`config.mk`:
```
export PLATFORM = sky130hd
export DESIGN_NAME = system_reset_sequencer
export DESIGN_NICKNAME = d
export VERILOG_FILES = /design/src/core/system_reset_sequencer.v
export VERILOG_INCLUDE_DIRS = /design/src /design/src/core
export SDC_FILE = /design/constraint.sdc
export NUM_CORES = 1
export LEC_CHECK = 0
export ABC_AREA = 1
export BUFFER_PORTS_ARGS = -buffer_cell sky130_fd_sc_hd__buf_2
export CAP_MARGIN = 20
export CORE_UTILIZATION = 58
export DETAILED_ROUTE_END_ITERATION = 16
export HOLD_SLACK_MARGIN = 0.02
export PLACE_DENSITY_LB_ADDON = 0.25
export SYNTH_ARGS = -nofsm -noshare
export SYNTH_HDL_FRONTEND = slang
export SYNTH_SLANG_ARGS = --single-unit
```
`constraint.sdc`:
```
create_clock -name core_clk_in -period 2.8 [get_ports core_clk_in]
set_input_delay 0.56 -clock core_clk_in [delete_from_list [all_inputs] [get_ports core_clk_in]]
set_output_delay 0.56 -clock core_clk_in [all_outputs]
set_load 0.02 [all_outputs]
```
`src/core/system_reset_sequencer_consts.vh`:
```
// constants for the system reset sequencer
`ifndef SYSTEM_RESET_SEQUENCER_CONSTS_VH
`define SYSTEM_RESET_SEQUENCER_CONSTS_VH
// ============================================================
// register byte offsets
`define REG_RESET_CAUSE 8'h00
`define REG_OSC_CONTROL 8'h04
`define REG_CONFIG 8'h08
`define REG_STATUS 8'h0C
// ============================================================
// reset cause flag positions and value after reset
`define CAUSE_POWER_ON 0
`define CAUSE_DIP 1
`define CAUSE_SOFT 6
`define CAUSE_PIN 7
`define CAUSE_RESET_VAL 8'h03
// ============================================================
// field positions
`define CUR_CLK_LSB 12
`define CFG_BOOT_LSB 0
`define CFG_PRIMARY_LSB 4
`define CFG_POWERUP_TIMER_LSB 8
`define CFG_MON_EN 12
`define CFG_RESET_VAL 16'h1000
// ============================================================
// clock source codes
`define SRC_FAST_RC 3'h0
`define SRC_FAST_RC_PLL 3'h1
`define SRC_PRIMARY 3'h2
`define SRC_PRIMARY_PLL 3'h3
`define SRC_SECONDARY 3'h4
`define SRC_LOW_POWER_RC 3'h5
`define SRC_FAST_RC_DIV16 3'h6
`define SRC_FAST_RC_DIVN 3'h7
// primary oscillator kinds
`define PRI_CRYSTAL 2'h0
`define PRI_HIGH_SPEED 2'h1
`define PRI_EXTERNAL 2'h2
// ============================================================
// times in their own units and derived cycle counts at the core clock
`define CLK_MHZ 200
`define POWER_ON_EXT_NS 30000
`define DIP_EXT_NS 100000
`define PLL_LOCK_NS 1500000
`define MON_DELAY_NS 900000
`define FAST_RC_OSD_NS 1100
`define LOW_POWER_RC_OSD_NS 70000
`define MS_NS 1000000
`define POWER_ON_EXT_CYC ((`POWER_ON_EXT_NS * `CLK_MHZ) / 1000)
`define DIP_EXT_CYC ((`DIP_EXT_NS * `CLK_MHZ) / 1000)
`define PLL_LOCK_CYC ((`PLL_LOCK_NS * `CLK_MHZ) / 1000)
`define MON_DELAY_CYC ((`MON_DELAY_NS * `CLK_MHZ) / 1000)
`define FAST_RC_OSD_CYC ((`FAST_RC_OSD_NS * `CLK_MHZ) / 1000)
`define LOW_POWER_RC_OSD_CYC ((`LOW_POWER_RC_OSD_NS * `CLK_MHZ) / 1000)
`define MS_CYC ((`MS_NS * `CLK_MHZ) / 1000)
`define OST_PERIODS 1024
`define PIN_FILTER_CYC 16
`define RESET_VECTOR 24'h000000
`endif

```
`src/core/system_reset_sequencer.v`:
```
// reset source gathering and release sequencing with an apb register file
// How it works
// - power-on or supply dip makes a cold reset, every other source warm
// - cold reset loads the clock source from the boot clock select field
// - warm reset keeps the current clock select, read at bits 14 to 12
// - core stays in reset until supplies are good and clock is ready
// - each oscillator mode picks its own mix of start, timer and lock waits
// - start-up timer counts 1024 oscillator periods for crystal sources
// - pll modes add a lock wait of 1.5 ms
// - power-on reset holds until threshold, then 30 us extension
// - dip reset holds while supply low, then 100 us extension
// - power-up timer extends reset, release then enables the oscillator
// - power-up delay chosen by a three-bit field, eight settings to 128 ms
// - dip extension and power-up delay restart on every supply recovery
// - after clock ready the core fetches from address zero
// - clock-fail monitor starts 900 us after clock ready when enabled
// - power-on reset sets cause bit 0
// - dip reset sets cause bit 1
// - master clear low longer than the filter resets, short pulses ignored
// - master clear reset sets the pin reset flag
// - soft reset pulses the line for one cycle, clock kept, then fetch
// - soft reset sets cause bit 6
// - any active source asserts the system reset line
// - power-on reset clears every cause flag but the power-on flag
// - software sets or clears cause flags without causing a reset
//
// Register access over APB and the register addresses were decided locally.
`include "system_reset_sequencer_consts.vh"
`default_nettype none
module system_reset_sequencer #(
  parameter POWER_ON_EXT_CYC = `POWER_ON_EXT_CYC,
  parameter DIP_EXT_CYC = `DIP_EXT_CYC,
  parameter PLL_LOCK_CYC = `PLL_LOCK_CYC,
  parameter MON_DELAY_CYC = `MON_DELAY_CYC,
  parameter MS_CYC = `MS_CYC,
  parameter LOW_POWER_RC_OSD_CYC = `LOW_POWER_RC_OSD_CYC,
  parameter FAST_RC_OSD_CYC = `FAST_RC_OSD_CYC,
  parameter PIN_FILTER_CYC = `PIN_FILTER_CYC
) (
  input wire core_clk_in, // 200 MHz clock
  input wire reset_in, // synchronous reset, active high
  input wire power_on_ok_in, // supply above power-on threshold, async
  input wire supply_ok_in, // supply above dip threshold, async
  input wire master_clear_pin_n_in, // master clear pin, active low, async
  input wire osc_clk_in, // selected oscillator clock, async
  input wire soft_reset_in, // reset instruction executed, one-cycle pulse
  input wire psel_in, // apb select
  input wire penable_in, // apb enable
  input wire pwrite_in, // apb write
  input wire [7:0] paddr_in, // apb byte address
  input wire [31:0] pwdata_in, // apb write data
  output wire pready_out, // apb ready
  output reg [31:0] prdata_out, // apb read data
  output wire pslverr_out, // apb error on unmapped address
  output reg system_reset_line_out, // system reset line, active high
  output reg core_reset_out, // core held in reset, active high
  output reg osc_enable_out, // selected oscillator may run
  output reg [2:0] clock_select_out, // clock source in use
  output reg fetch_start_out, // one-cycle pulse, begin vector fetch
  output reg [23:0] fetch_address_out, // vector fetch address
  output reg monitor_active_out // clock-fail monitor supervising
);
  // ============================================================
  // states
  localparam S_POWER = 4'h0;
  localparam S_DIP = 4'h1;
  localparam S_DIP_EXT = 4'h2;
  localparam S_POWERUP_TIMER = 4'h3;
  localparam S_OSC_DLY = 4'h4;
  localparam S_OST = 4'h5;
  localparam S_LOCK = 4'h6;
  localparam S_RUN = 4'h7;
  localparam S_PIN = 4'h8;
  localparam S_SOFT = 4'h9;

  // ============================================================
  // functions
  // waits needed by a source: {start delay, start-up timer, pll lock}
  function [2:0] osc_needs;
    input [2:0] src;
    input [1:0] pri;
    reg ext;
    begin
      ext = (pri == `PRI_EXTERNAL);
      case (src)
        `SRC_FAST_RC_PLL: osc_needs = 3'h5;
        `SRC_PRIMARY: osc_needs = ext ? 3'h0 : 3'h6;
        `SRC_PRIMARY_PLL: osc_needs = ext ? 3'h1 : 3'h7;
        `SRC_SECONDARY: osc_needs = 3'h6;
        default: osc_needs = 3'h4;
      endcase
    end
  endfunction

  // power-up delay in milliseconds per setting
  function [7:0] powerup_timer_ms;
    input [2:0] sel;
    begin
      case (sel)
        3'h0: powerup_timer_ms = 8'h00;
        3'h1: powerup_timer_ms = 8'h02;
        3'h2: powerup_timer_ms = 8'h04;
        3'h3: powerup_timer_ms = 8'h08;
        3'h4: powerup_timer_ms = 8'h10;
        3'h5: powerup_timer_ms = 8'h20;
        3'h6: powerup_timer_ms = 8'h40;
        default: powerup_timer_ms = 8'h80;
      endcase
    end
  endfunction

  // ============================================================
  // input synchronisers
  reg [1:0] pon_sync_q, sup_sync_q, pin_sync_q, osc_sync_q;
  reg osc_prev_q;
  // two flip-flops on every asynchronous input
  always @(posedge core_clk_in) begin
    pon_sync_q <= {pon_sync_q[0], power_on_ok_in};
    sup_sync_q <= {sup_sync_q[0], supply_ok_in};
    pin_sync_q <= {pin_sync_q[0], master_clear_pin_n_in};
    osc_sync_q <= {osc_sync_q[0], osc_clk_in};
    osc_prev_q <= osc_sync_q[1];
  end
  wire power_ok = pon_sync_q[1];
  wire supply_ok = sup_sync_q[1];
  wire osc_edge = osc_sync_q[1] & ~osc_prev_q;

  // ============================================================
  // master clear glitch filter
  reg [7:0] pin_cnt_q;
  wire pin_active = (pin_cnt_q == PIN_FILTER_CYC[7:0]);
  // low level must persist for the filter length
  always @(posedge core_clk_in) begin
    if (reset_in | pin_sync_q[1]) begin
      pin_cnt_q <= 8'h00;
    end else if (!pin_active) begin
      pin_cnt_q <= pin_cnt_q + 8'h01;
    end
  end

  // ============================================================
  // registers
  reg [7:0] cause_q;
  reg [15:0] cfg_q;
  reg [2:0] cur_clk_q;
  reg cold_q;
  reg [3:0] state_q, state_d;
  reg [31:0] cnt_q, cnt_d;
  reg [7:0] ms_q, ms_d;
  reg [9:0] ost_q, ost_d;
  reg [31:0] mon_cnt_q;
  reg [7:0] cause_set;
  reg cause_por;
  wire [2:0] boot_sel = cfg_q[`CFG_BOOT_LSB +: 3];
  wire [1:0] pri_kind = cfg_q[`CFG_PRIMARY_LSB +: 2];
  wire [2:0] powerup_timer_sel = cfg_q[`CFG_POWERUP_TIMER_LSB +: 3];
  wire [2:0] src_next = cold_q ? boot_sel : cur_clk_q;
  wire [2:0] needs = osc_needs(cur_clk_q, pri_kind);
  wire [31:0] osd_cyc = (cur_clk_q == `SRC_LOW_POWER_RC) ? LOW_POWER_RC_OSD_CYC
                                                         : FAST_RC_OSD_CYC;

  // ============================================================
  // sequencer next state
  always @* begin
    state_d = state_q;
    cnt_d = cnt_q + 32'h1;
    ms_d = ms_q;
    ost_d = ost_q;
    cause_set = 8'h00;
    cause_por = 1'b0;
    if (!power_ok) begin
      state_d = S_POWER;
      cnt_d = 32'h0;
      cause_por = 1'b1;
    end else if (!supply_ok && state_q != S_POWER) begin
      state_d = S_DIP;
      cnt_d = 32'h0;
      cause_set[`CAUSE_DIP] = 1'b1;
    end else begin
      case (state_q)
        S_POWER: begin
          if (cnt_q >= POWER_ON_EXT_CYC - 1) begin
            state_d = S_DIP_EXT;
            cnt_d = 32'h0;
          end
        end
        S_DIP: begin
          state_d = S_DIP_EXT;
          cnt_d = 32'h0;
        end
        S_DIP_EXT: begin
          if (cnt_q >= DIP_EXT_CYC - 1) begin
            state_d = S_POWERUP_TIMER;
            cnt_d = 32'h0;
            ms_d = 8'h00;
          end
        end
        S_POWERUP_TIMER: begin
          if (ms_q >= powerup_timer_ms(powerup_timer_sel)) begin
            state_d = S_OSC_DLY;
            cnt_d = 32'h0;
          end else if (cnt_q >= MS_CYC - 1) begin
            cnt_d = 32'h0;
            ms_d = ms_q + 8'h01;
          end
        end
        S_OSC_DLY: begin
          if (!needs[2] || cnt_q >= osd_cyc - 1) begin
            state_d = S_OST;
            ost_d = 10'h000;
          end
        end
        S_OST: begin
          if (!needs[1] || (osc_edge && ost_q == 10'h3FF)) begin
            state_d = S_LOCK;
            cnt_d = 32'h0;
          end else if (osc_edge) begin
            ost_d = ost_q + 10'h001;
          end
        end
        S_LOCK: begin
          if (!needs[0] || cnt_q >= PLL_LOCK_CYC - 1) begin
            state_d = S_RUN;
          end
        end
        S_RUN: begin
          if (soft_reset_in) begin
            state_d = S_SOFT;
            cause_set[`CAUSE_SOFT] = 1'b1;
          end else if (pin_active) begin
            state_d = S_PIN;
            cause_set[`CAUSE_PIN] = 1'b1;
          end
        end
        S_PIN: begin
          if (!pin_active) begin
            state_d = S_RUN;
          end
        end
        S_SOFT: begin
          state_d = S_RUN;
        end
        default: begin
          state_d = S_POWER;
        end
      endcase
    end
  end

  // ============================================================
  // sequencer state and outputs
  always @(posedge core_clk_in) begin
    if (reset_in) begin
      state_q <= S_POWER;
      cnt_q <= 32'h0;
      ms_q <= 8'h00;
      ost_q <= 10'h000;
      cold_q <= 1'b1;
      cur_clk_q <= `SRC_FAST_RC;
      system_reset_line_out <= 1'b1;
      core_reset_out <= 1'b1;
      osc_enable_out <= 1'b0;
      fetch_start_out <= 1'b0;
      fetch_address_out <= `RESET_VECTOR;
    end else begin
      state_q <= state_d;
      cnt_q <= cnt_d;
      ms_q <= ms_d;
      ost_q <= ost_d;
      if (state_d == S_POWER || state_d == S_DIP) begin
        cold_q <= 1'b1;
      end else if (state_d == S_PIN || state_d == S_SOFT) begin
        cold_q <= 1'b0;
      end
      // source is chosen as the line is released
      if (state_q == S_POWERUP_TIMER && state_d == S_OSC_DLY) begin
        cur_clk_q <= src_next;
      end
      system_reset_line_out <= (state_d <= S_POWERUP_TIMER) || state_d == S_PIN
                               || state_d == S_SOFT;
      osc_enable_out <= (state_d > S_POWERUP_TIMER);
      core_reset_out <= (state_d != S_RUN);
      fetch_start_out <= (state_d == S_RUN) && (state_q != S_RUN);
      fetch_address_out <= `RESET_VECTOR;
    end
  end

  // ============================================================
  // clock-fail monitor start delay
  always @(posedge core_clk_in) begin
    if (reset_in || state_q != S_RUN || !cfg_q[`CFG_MON_EN]) begin
      mon_cnt_q <= 32'h0;
      monitor_active_out <= 1'b0;
    end else if (mon_cnt_q >= MON_DELAY_CYC - 1) begin
      monitor_active_out <= 1'b1;
    end else begin
      mon_cnt_q <= mon_cnt_q + 32'h1;
    end
  end

  // clock source in use follows the current select
  always @* begin
    clock_select_out = cur_clk_q;
  end

  // ============================================================
  // apb slave, zero wait states, read data captured in setup
  wire setup = psel_in & ~penable_in;
  wire wr_acc = psel_in & penable_in & pwrite_in;
  wire mapped = (paddr_in == `REG_RESET_CAUSE) || (paddr_in == `REG_OSC_CONTROL)
                || (paddr_in == `REG_CONFIG) || (paddr_in == `REG_STATUS);
  assign pready_out = 1'b1;
  assign pslverr_out = psel_in & penable_in & ~mapped;

  // cause flags: hardware set wins over a software write
  always @(posedge core_clk_in) begin
    if (reset_in) begin
      cause_q <= `CAUSE_RESET_VAL;
    end else if (cause_por) begin
      cause_q <= 8'h01 << `CAUSE_POWER_ON;
    end else if (wr_acc && paddr_in == `REG_RESET_CAUSE) begin
      cause_q <= (pwdata_in[7:0] & 8'hC3) | cause_set;
    end else begin
      cause_q <= cause_q | cause_set;
    end
  end

  // configuration shadow written by software
  always @(posedge core_clk_in) begin
    if (reset_in) begin
      cfg_q <= `CFG_RESET_VAL;
    end else if (wr_acc && paddr_in == `REG_CONFIG) begin
      cfg_q <= pwdata_in[15:0] & 16'h1737;
    end
  end

  // read data register
  always @(posedge core_clk_in) begin
    if (reset_in) begin
      prdata_out <= 32'h0;
    end else if (setup) begin
      case (paddr_in)
        `REG_RESET_CAUSE: prdata_out <= {24'h0, cause_q};
        `REG_OSC_CONTROL: prdata_out <= {17'h0, cur_clk_q, 12'h0};
        `REG_CONFIG: prdata_out <= {16'h0, cfg_q};
        `REG_STATUS: prdata_out <= {24'h0, cold_q, monitor_active_out,
                                    core_reset_out, system_reset_line_out,
                                    state_q};
        default: prdata_out <= 32'h0;
      endcase
    end
  end
endmodule
`default_nettype wire

```
Yosys cells after proc, flatten, opt, wreduce, memory -nomap -nowiden --
Index checks and enable logic that the tools add are counted.
Storage, ports and cells: output and inout port bits 66, logic and storage cells 170, flip-flop bits (word level) 161
Operators by class: eq/ne operators 39, reductions and logical operators 36, add/subtract/negate cells 6, bitwise operators 13, order comparisons 9, mux-type cells 45
Operators by type and width (number):
- $mux 32 | 5
- $pmux 32 s5 | 1
- $add 32x1->32 const B | 2
- $ge 32x18->1 const B | 2
- $pmux 15 s4 | 1
- $mux 8 | 7
- $pmux 8 s7 | 1
- $mux 4 | 11
- $pmux 4 s10 | 1
- $ge 32x13->1 const B | 1
- $ge 32x15->1 const B | 1
- $ge 32x19->1 const B | 1
- $ge 32x32->1 | 1
- $mux 10 | 3
- $eq 4x3->1 const B | 6
- $pmux 10 s2 | 1
- $add 8x1->8 const B | 2
- $eq 4x4->1 const B | 4
- $eq 8x4->1 const B | 2
- $or 8x8->8 | 2
- $pmux 8 s2 | 1
- $eq 3x3->1 const B | 5
- $sub 14x1->15 const B | 1
- $mux 14 | 1
- 33 further kinds | 85

Logic depth before layout (Yosys ltp) --
depth in word-level cells 13, mapped depth 16

Least setup slack after synthesis --
OpenSTA, ideal clock, no wires.
path kind register to register, start point register cur_clk_q[2], in the netlist clock_select_out[2], end point register ost_q[1], period minus slack after synthesis 2086 ps, cell stages (with the launch flop) 15, path slack 714 ps, data arrival time 1959 ps, library setup time 128 ps, cell sequence dfxtp_1 -> nand3_2 -> ha_1 -> nand2_1 -> nor2_1 -> nand3_1 -> nor2_1 -> o21ai_0 -> nand3_1 -> nand2_1 -> o21ai_2 -> buf_6 -> nand3_1 -> nand2_1 -> nor2_1
On the way: cells in the longest elaborated chain, start to end 7, elaborated cells between the ends (all ways) 16
RTL lines:
- start, declared | line system_reset_sequencer.v:145 | reg [2:0] cur_clk_q;
- start signal, assigned | line system_reset_sequencer.v:259 | cur_clk_q <= `SRC_FAST_RC;
- start signal, assigned | line system_reset_sequencer.v:277 | cur_clk_q <= src_next;
- $eq 3x3->1 (no source line)
- $mux 14 | line system_reset_sequencer.v:159 | wire [31:0] osd_cyc = (cur_clk_q == `SRC_LOW_POWER_RC) ? LOW_POWER_RC_OSD_CYC
- $sub 14x1->15 | line system_reset_sequencer.v:208 | if (!needs[2] || cnt_q >= osd_cyc - 1) begin
- $ge 32x32->1 | line system_reset_sequencer.v:208
- $logic_or 1x1->1 | line system_reset_sequencer.v:208
- $ne 2x2->1 (no source line)
- $reduce_and 6->1 (no source line) *
- end signal, assigned | line system_reset_sequencer.v:269 | ost_q <= ost_d;
- end, declared | line system_reset_sequencer.v:150 | reg [9:0] ost_q, ost_d;
Mark *: on every way between the ends. The rest lies on a longest branch, timed or not. A chain may end at the register's enable or synchronous reset.

Worst setup path after layout --
Ends and elaborated chain as after synthesis.

==> impl_metrics.env <==
export IMPL_r2r_cells=14
export IMPL_max_freq_mhz=410.1
export IMPL_areaGrowthSynthToFinish_pct=10.56
export IMPL_powerDensity_mw_per_mm2=501.7
export IMPL_dp_cells=1323
export IMPL_clockBufferDepth=2
export IMPL_slew_headroom_pct=52.21
export IMPL_die_area_mm2=0.01400
export IMPL_synth_edf_count=0
export IMPL_grt_pass1_vias=6339
export IMPL_cts_tree="yes"
export IMPL_cap_viol_max_count=0
export IMPL_fin_ws_ns=0.3617
export IMPL_clock_root_buffer="clkbuf_16"
export IMPL_yosysTopAreaCellShare_pct=35.46
export IMPL_p_leak_nw=3.616
export IMPL_routed_via_density=5.100
export IMPL_wire_per_inst_um=12.43
export IMPL_cts_htree_levels=4
export IMPL_cp_endpoint="ost_q[1]"
export IMPL_ios=116
export IMPL_core_region_area_mm2=0.01324
export IMPL_ant_nets=0
export IMPL_ir_drop_uv=395.6
export IMPL_grt_pass1_wl_um=28960
export IMPL_start_kind="flip-flop"
export IMPL_synthTopCellsByArea="dfxtp_1 (35%), nand2_1 (10%), nor2_1 (7.0%), inv_1 (6.4%), a21oi_1 (4.3%)"
export IMPL_syn_inst=1110
export IMPL_r2r_start="clock_select_out[2]"
export IMPL_antenna_found_initial=0
export IMPL_place_ws_ns=0.2728
export IMPL_cp_startpoint="clock_select_out[2]"
export IMPL_num_nets_final=1235
export IMPL_postCtsSetupBuffers=0
export IMPL_track_usage_pct=25.34
export IMPL_rsz0062_at_grt="false"
export IMPL_clock_latency_ns=0.42
export IMPL_rrSetupSlack_ns=0.36
export IMPL_instances_no_fill=1355
export IMPL_synth_distinct_cells=53
export IMPL_dr_pass1_iters=6
export IMPL_wirelength_um=16840
export IMPL_tightest_slew_ns=0.7160
export IMPL_antenna_cells=0
export IMPL_area_sequential_mm2=0.002783
export IMPL_cp_required_ns=3.15
export IMPL_cts_buffers=17
export IMPL_ys_seq_area_share_pct=35.46
export IMPL_dp_hpwl_um=12630
export IMPL_fin_worst_skew_ns=0.01245
export IMPL_via_count=6911
export IMPL_fin_crit_ns=2.438
export IMPL_fp_dieH_um=118.3
export IMPL_min_path_type="in2reg"
export IMPL_globalplace_congestion=0.8621
export IMPL_io_buffer_count=51
export IMPL_finalSetupViolations=0
export IMPL_crit_arrival_ns=2.79
export IMPL_period_share_pct=87.08
export IMPL_end_kind="flip-flop"
export IMPL_synth_seq_cells=139
export IMPL_overflow=0
export IMPL_fp_dieW_um=118.3
export IMPL_final_core_utilization_pct=65.50
export IMPL_row_count=42
export IMPL_maxSlewViolCount=0
export IMPL_yosysWarnings=0
export IMPL_nFillCells=1189
export IMPL_netlist_area_mm2=0.007846
export IMPL_synth_flop_cell="dfxtp_1"
export IMPL_hold_viol_final=0
export IMPL_clock_sinks=139
export IMPL_start_util_pct=59.25
export IMPL_remaining_drc_errors=0
export IMPL_timing_rr_end="ost_q[1]"
export IMPL_grt_max_degree=26
export IMPL_syn_avg_cell_area_um2=7.069
export IMPL_crit_type="reg2reg"
export IMPL_status="finished, final reports clean"
export IMPL_drive_gt1_share_pct=16.28
export IMPL_finalSetupTns_ns=0
export IMPL_yosysTopAreaCell="dfxtp_1"
export IMPL_multi_input_area_mm2=0.004228
export IMPL_clkTransAtPathRegs_ns=0.06
export IMPL_async_reset_ff_share_pct=0
export IMPL_cp_max_fo=11
export IMPL_drt_iter0_markers=524
state kept, by name (all words and copies together) (netlist names), 2 cells and up:
register	count
clock_select_out	3
osc_sync_q	2
prdata_out	14
pin_cnt_q	8
ms_q	8
state_q	4
sup_sync_q	2
mon_cnt_q	32
pon_sync_q	2
cause_q	4
pin_sync_q	2
cnt_q	32
ost_q	10
cfg_q	9
critical path, stage by stage (launching register included):
cell	delay, ns
dfxtp_1	0.48
nand3_4	0.18
ha_1	0.33
nand2_1	0.05
nor2_1	0.13
nand3_1	0.12
nor2_1	0.10
nand3_1	0.08
nand3_1	0.16
nand2_1	0.09
o21ai_2	0.23
nand2_4	0.17
nand2_1	0.10
nand2_1	0.06
nor2_1	0.07
routing by layer:
layer,GRT usage [%],vias to the layer above,share of wire [%]
met1,32.49,3179,46
li1,-,3564,-
met2,42.94,152,48
met3,5.164,16,4.4
met5,0,-,0
met4,7.131,0,1.1
cells by family after synthesis:
kind of cell             count (synthesis)  synth area share, %
AND/OR/NAND/NOR                        562                34.40
flip-flops                             139                35.46
AO/OA/AOI/OAI                          132                9.552
buffers and inverters                  214                12.77
XOR/XNOR                                42                4.688
adder cells (fa/ha/maj)                 19                3.030
other                                    2              0.09571
report_power, final:
| group | internal [mW] | switching [mW] |
|---|---|---|
| Clock | 1.32 | 0.878 |
| Sequential | 1.99 | 0.00624 |
| Combinational | 0.0342 | 0.123 |
metrics by stage:
| stage | hold WS [ns] | total power [mW] | instance area (µm²) |
|---|---|---|---|
| final | 0.2372 | 4.352 | 8675 |
| after global routing | 0.2270 | 4.482 | 8675 |
| after CTS | 0.2292 | 4.379 | 8662 |
| after detailed placement | 0.3135 | 2.198 | 8085 |
| after global placement | 0.3099 | 2.196 | 8085 |
| after floorplan | 0.3096 | 2.202 | 8000 |
synthesized netlist by cell type, types with 19 or more instances:
master,number
a21oi_1,68
buf_4,45
dfxtp_1,139
ha_1,19
inv_1,133
nand2_1,208
nand3_1,64
nand4_1,20
nor2_1,146
nor2_2,35
nor3_1,23
o21ai_0,35
xor2_1,31
cell usage in the layout (no fill, tap or decap), drive strengths merged, types with 2 or more instances in the layout:
cell        n
clkbuf     19
o21ai      41
a21o        2
nor3b       6
xnor2      11
ha         19
o22ai       3
bufinv      2
clkinv      9
a21oi      70
a22o        2
nand3      76
buf        55
o211ai      4
nand2     221
nor4        5
inv       154
o21a        3
and3        2
nand3b      5
clkinvlp    3
nor3       30
or2         5
dfxtp     139
conb       43
nand4      20
nor2      192
xor2       31
how the worst min path moves through the flow:
stage	slack, ns	from	depth (start not counted)	to
floorplan	0.31	osc_sync_q[0]	0	osc_sync_q[1]
CTS	0.23	master_clear_pin_n_in	1	pin_sync_q[0]
finish	0.24	master_clear_pin_n_in	1	pin_sync_q[0]
global placement	0.31	pon_sync_q[0]	0	pon_sync_q[1]
global route	0.23	master_clear_pin_n_in	1	pin_sync_q[0]
detailed placement	0.31	pin_sync_q[0]	0	pin_sync_q[1]
area by class of cell:
type / count / area share [%]
multi-input combinational: 798 / 48.74
timing repair buffer: 55 / 3.289
sequential: 139 / 32.08
inverter: 155 / 6.707
clock buffer: 19 / 4.991
clock inverter: 13 / 1.659
tap: 176 / 2.539
timing repair:
item | 4_1_cts | 5_1_grt
hold buffers | 0 | 0
resized for setup | 0 | 2
setup endpoints to repair | 0 | 10
Power figures use the tool's default switching activity.
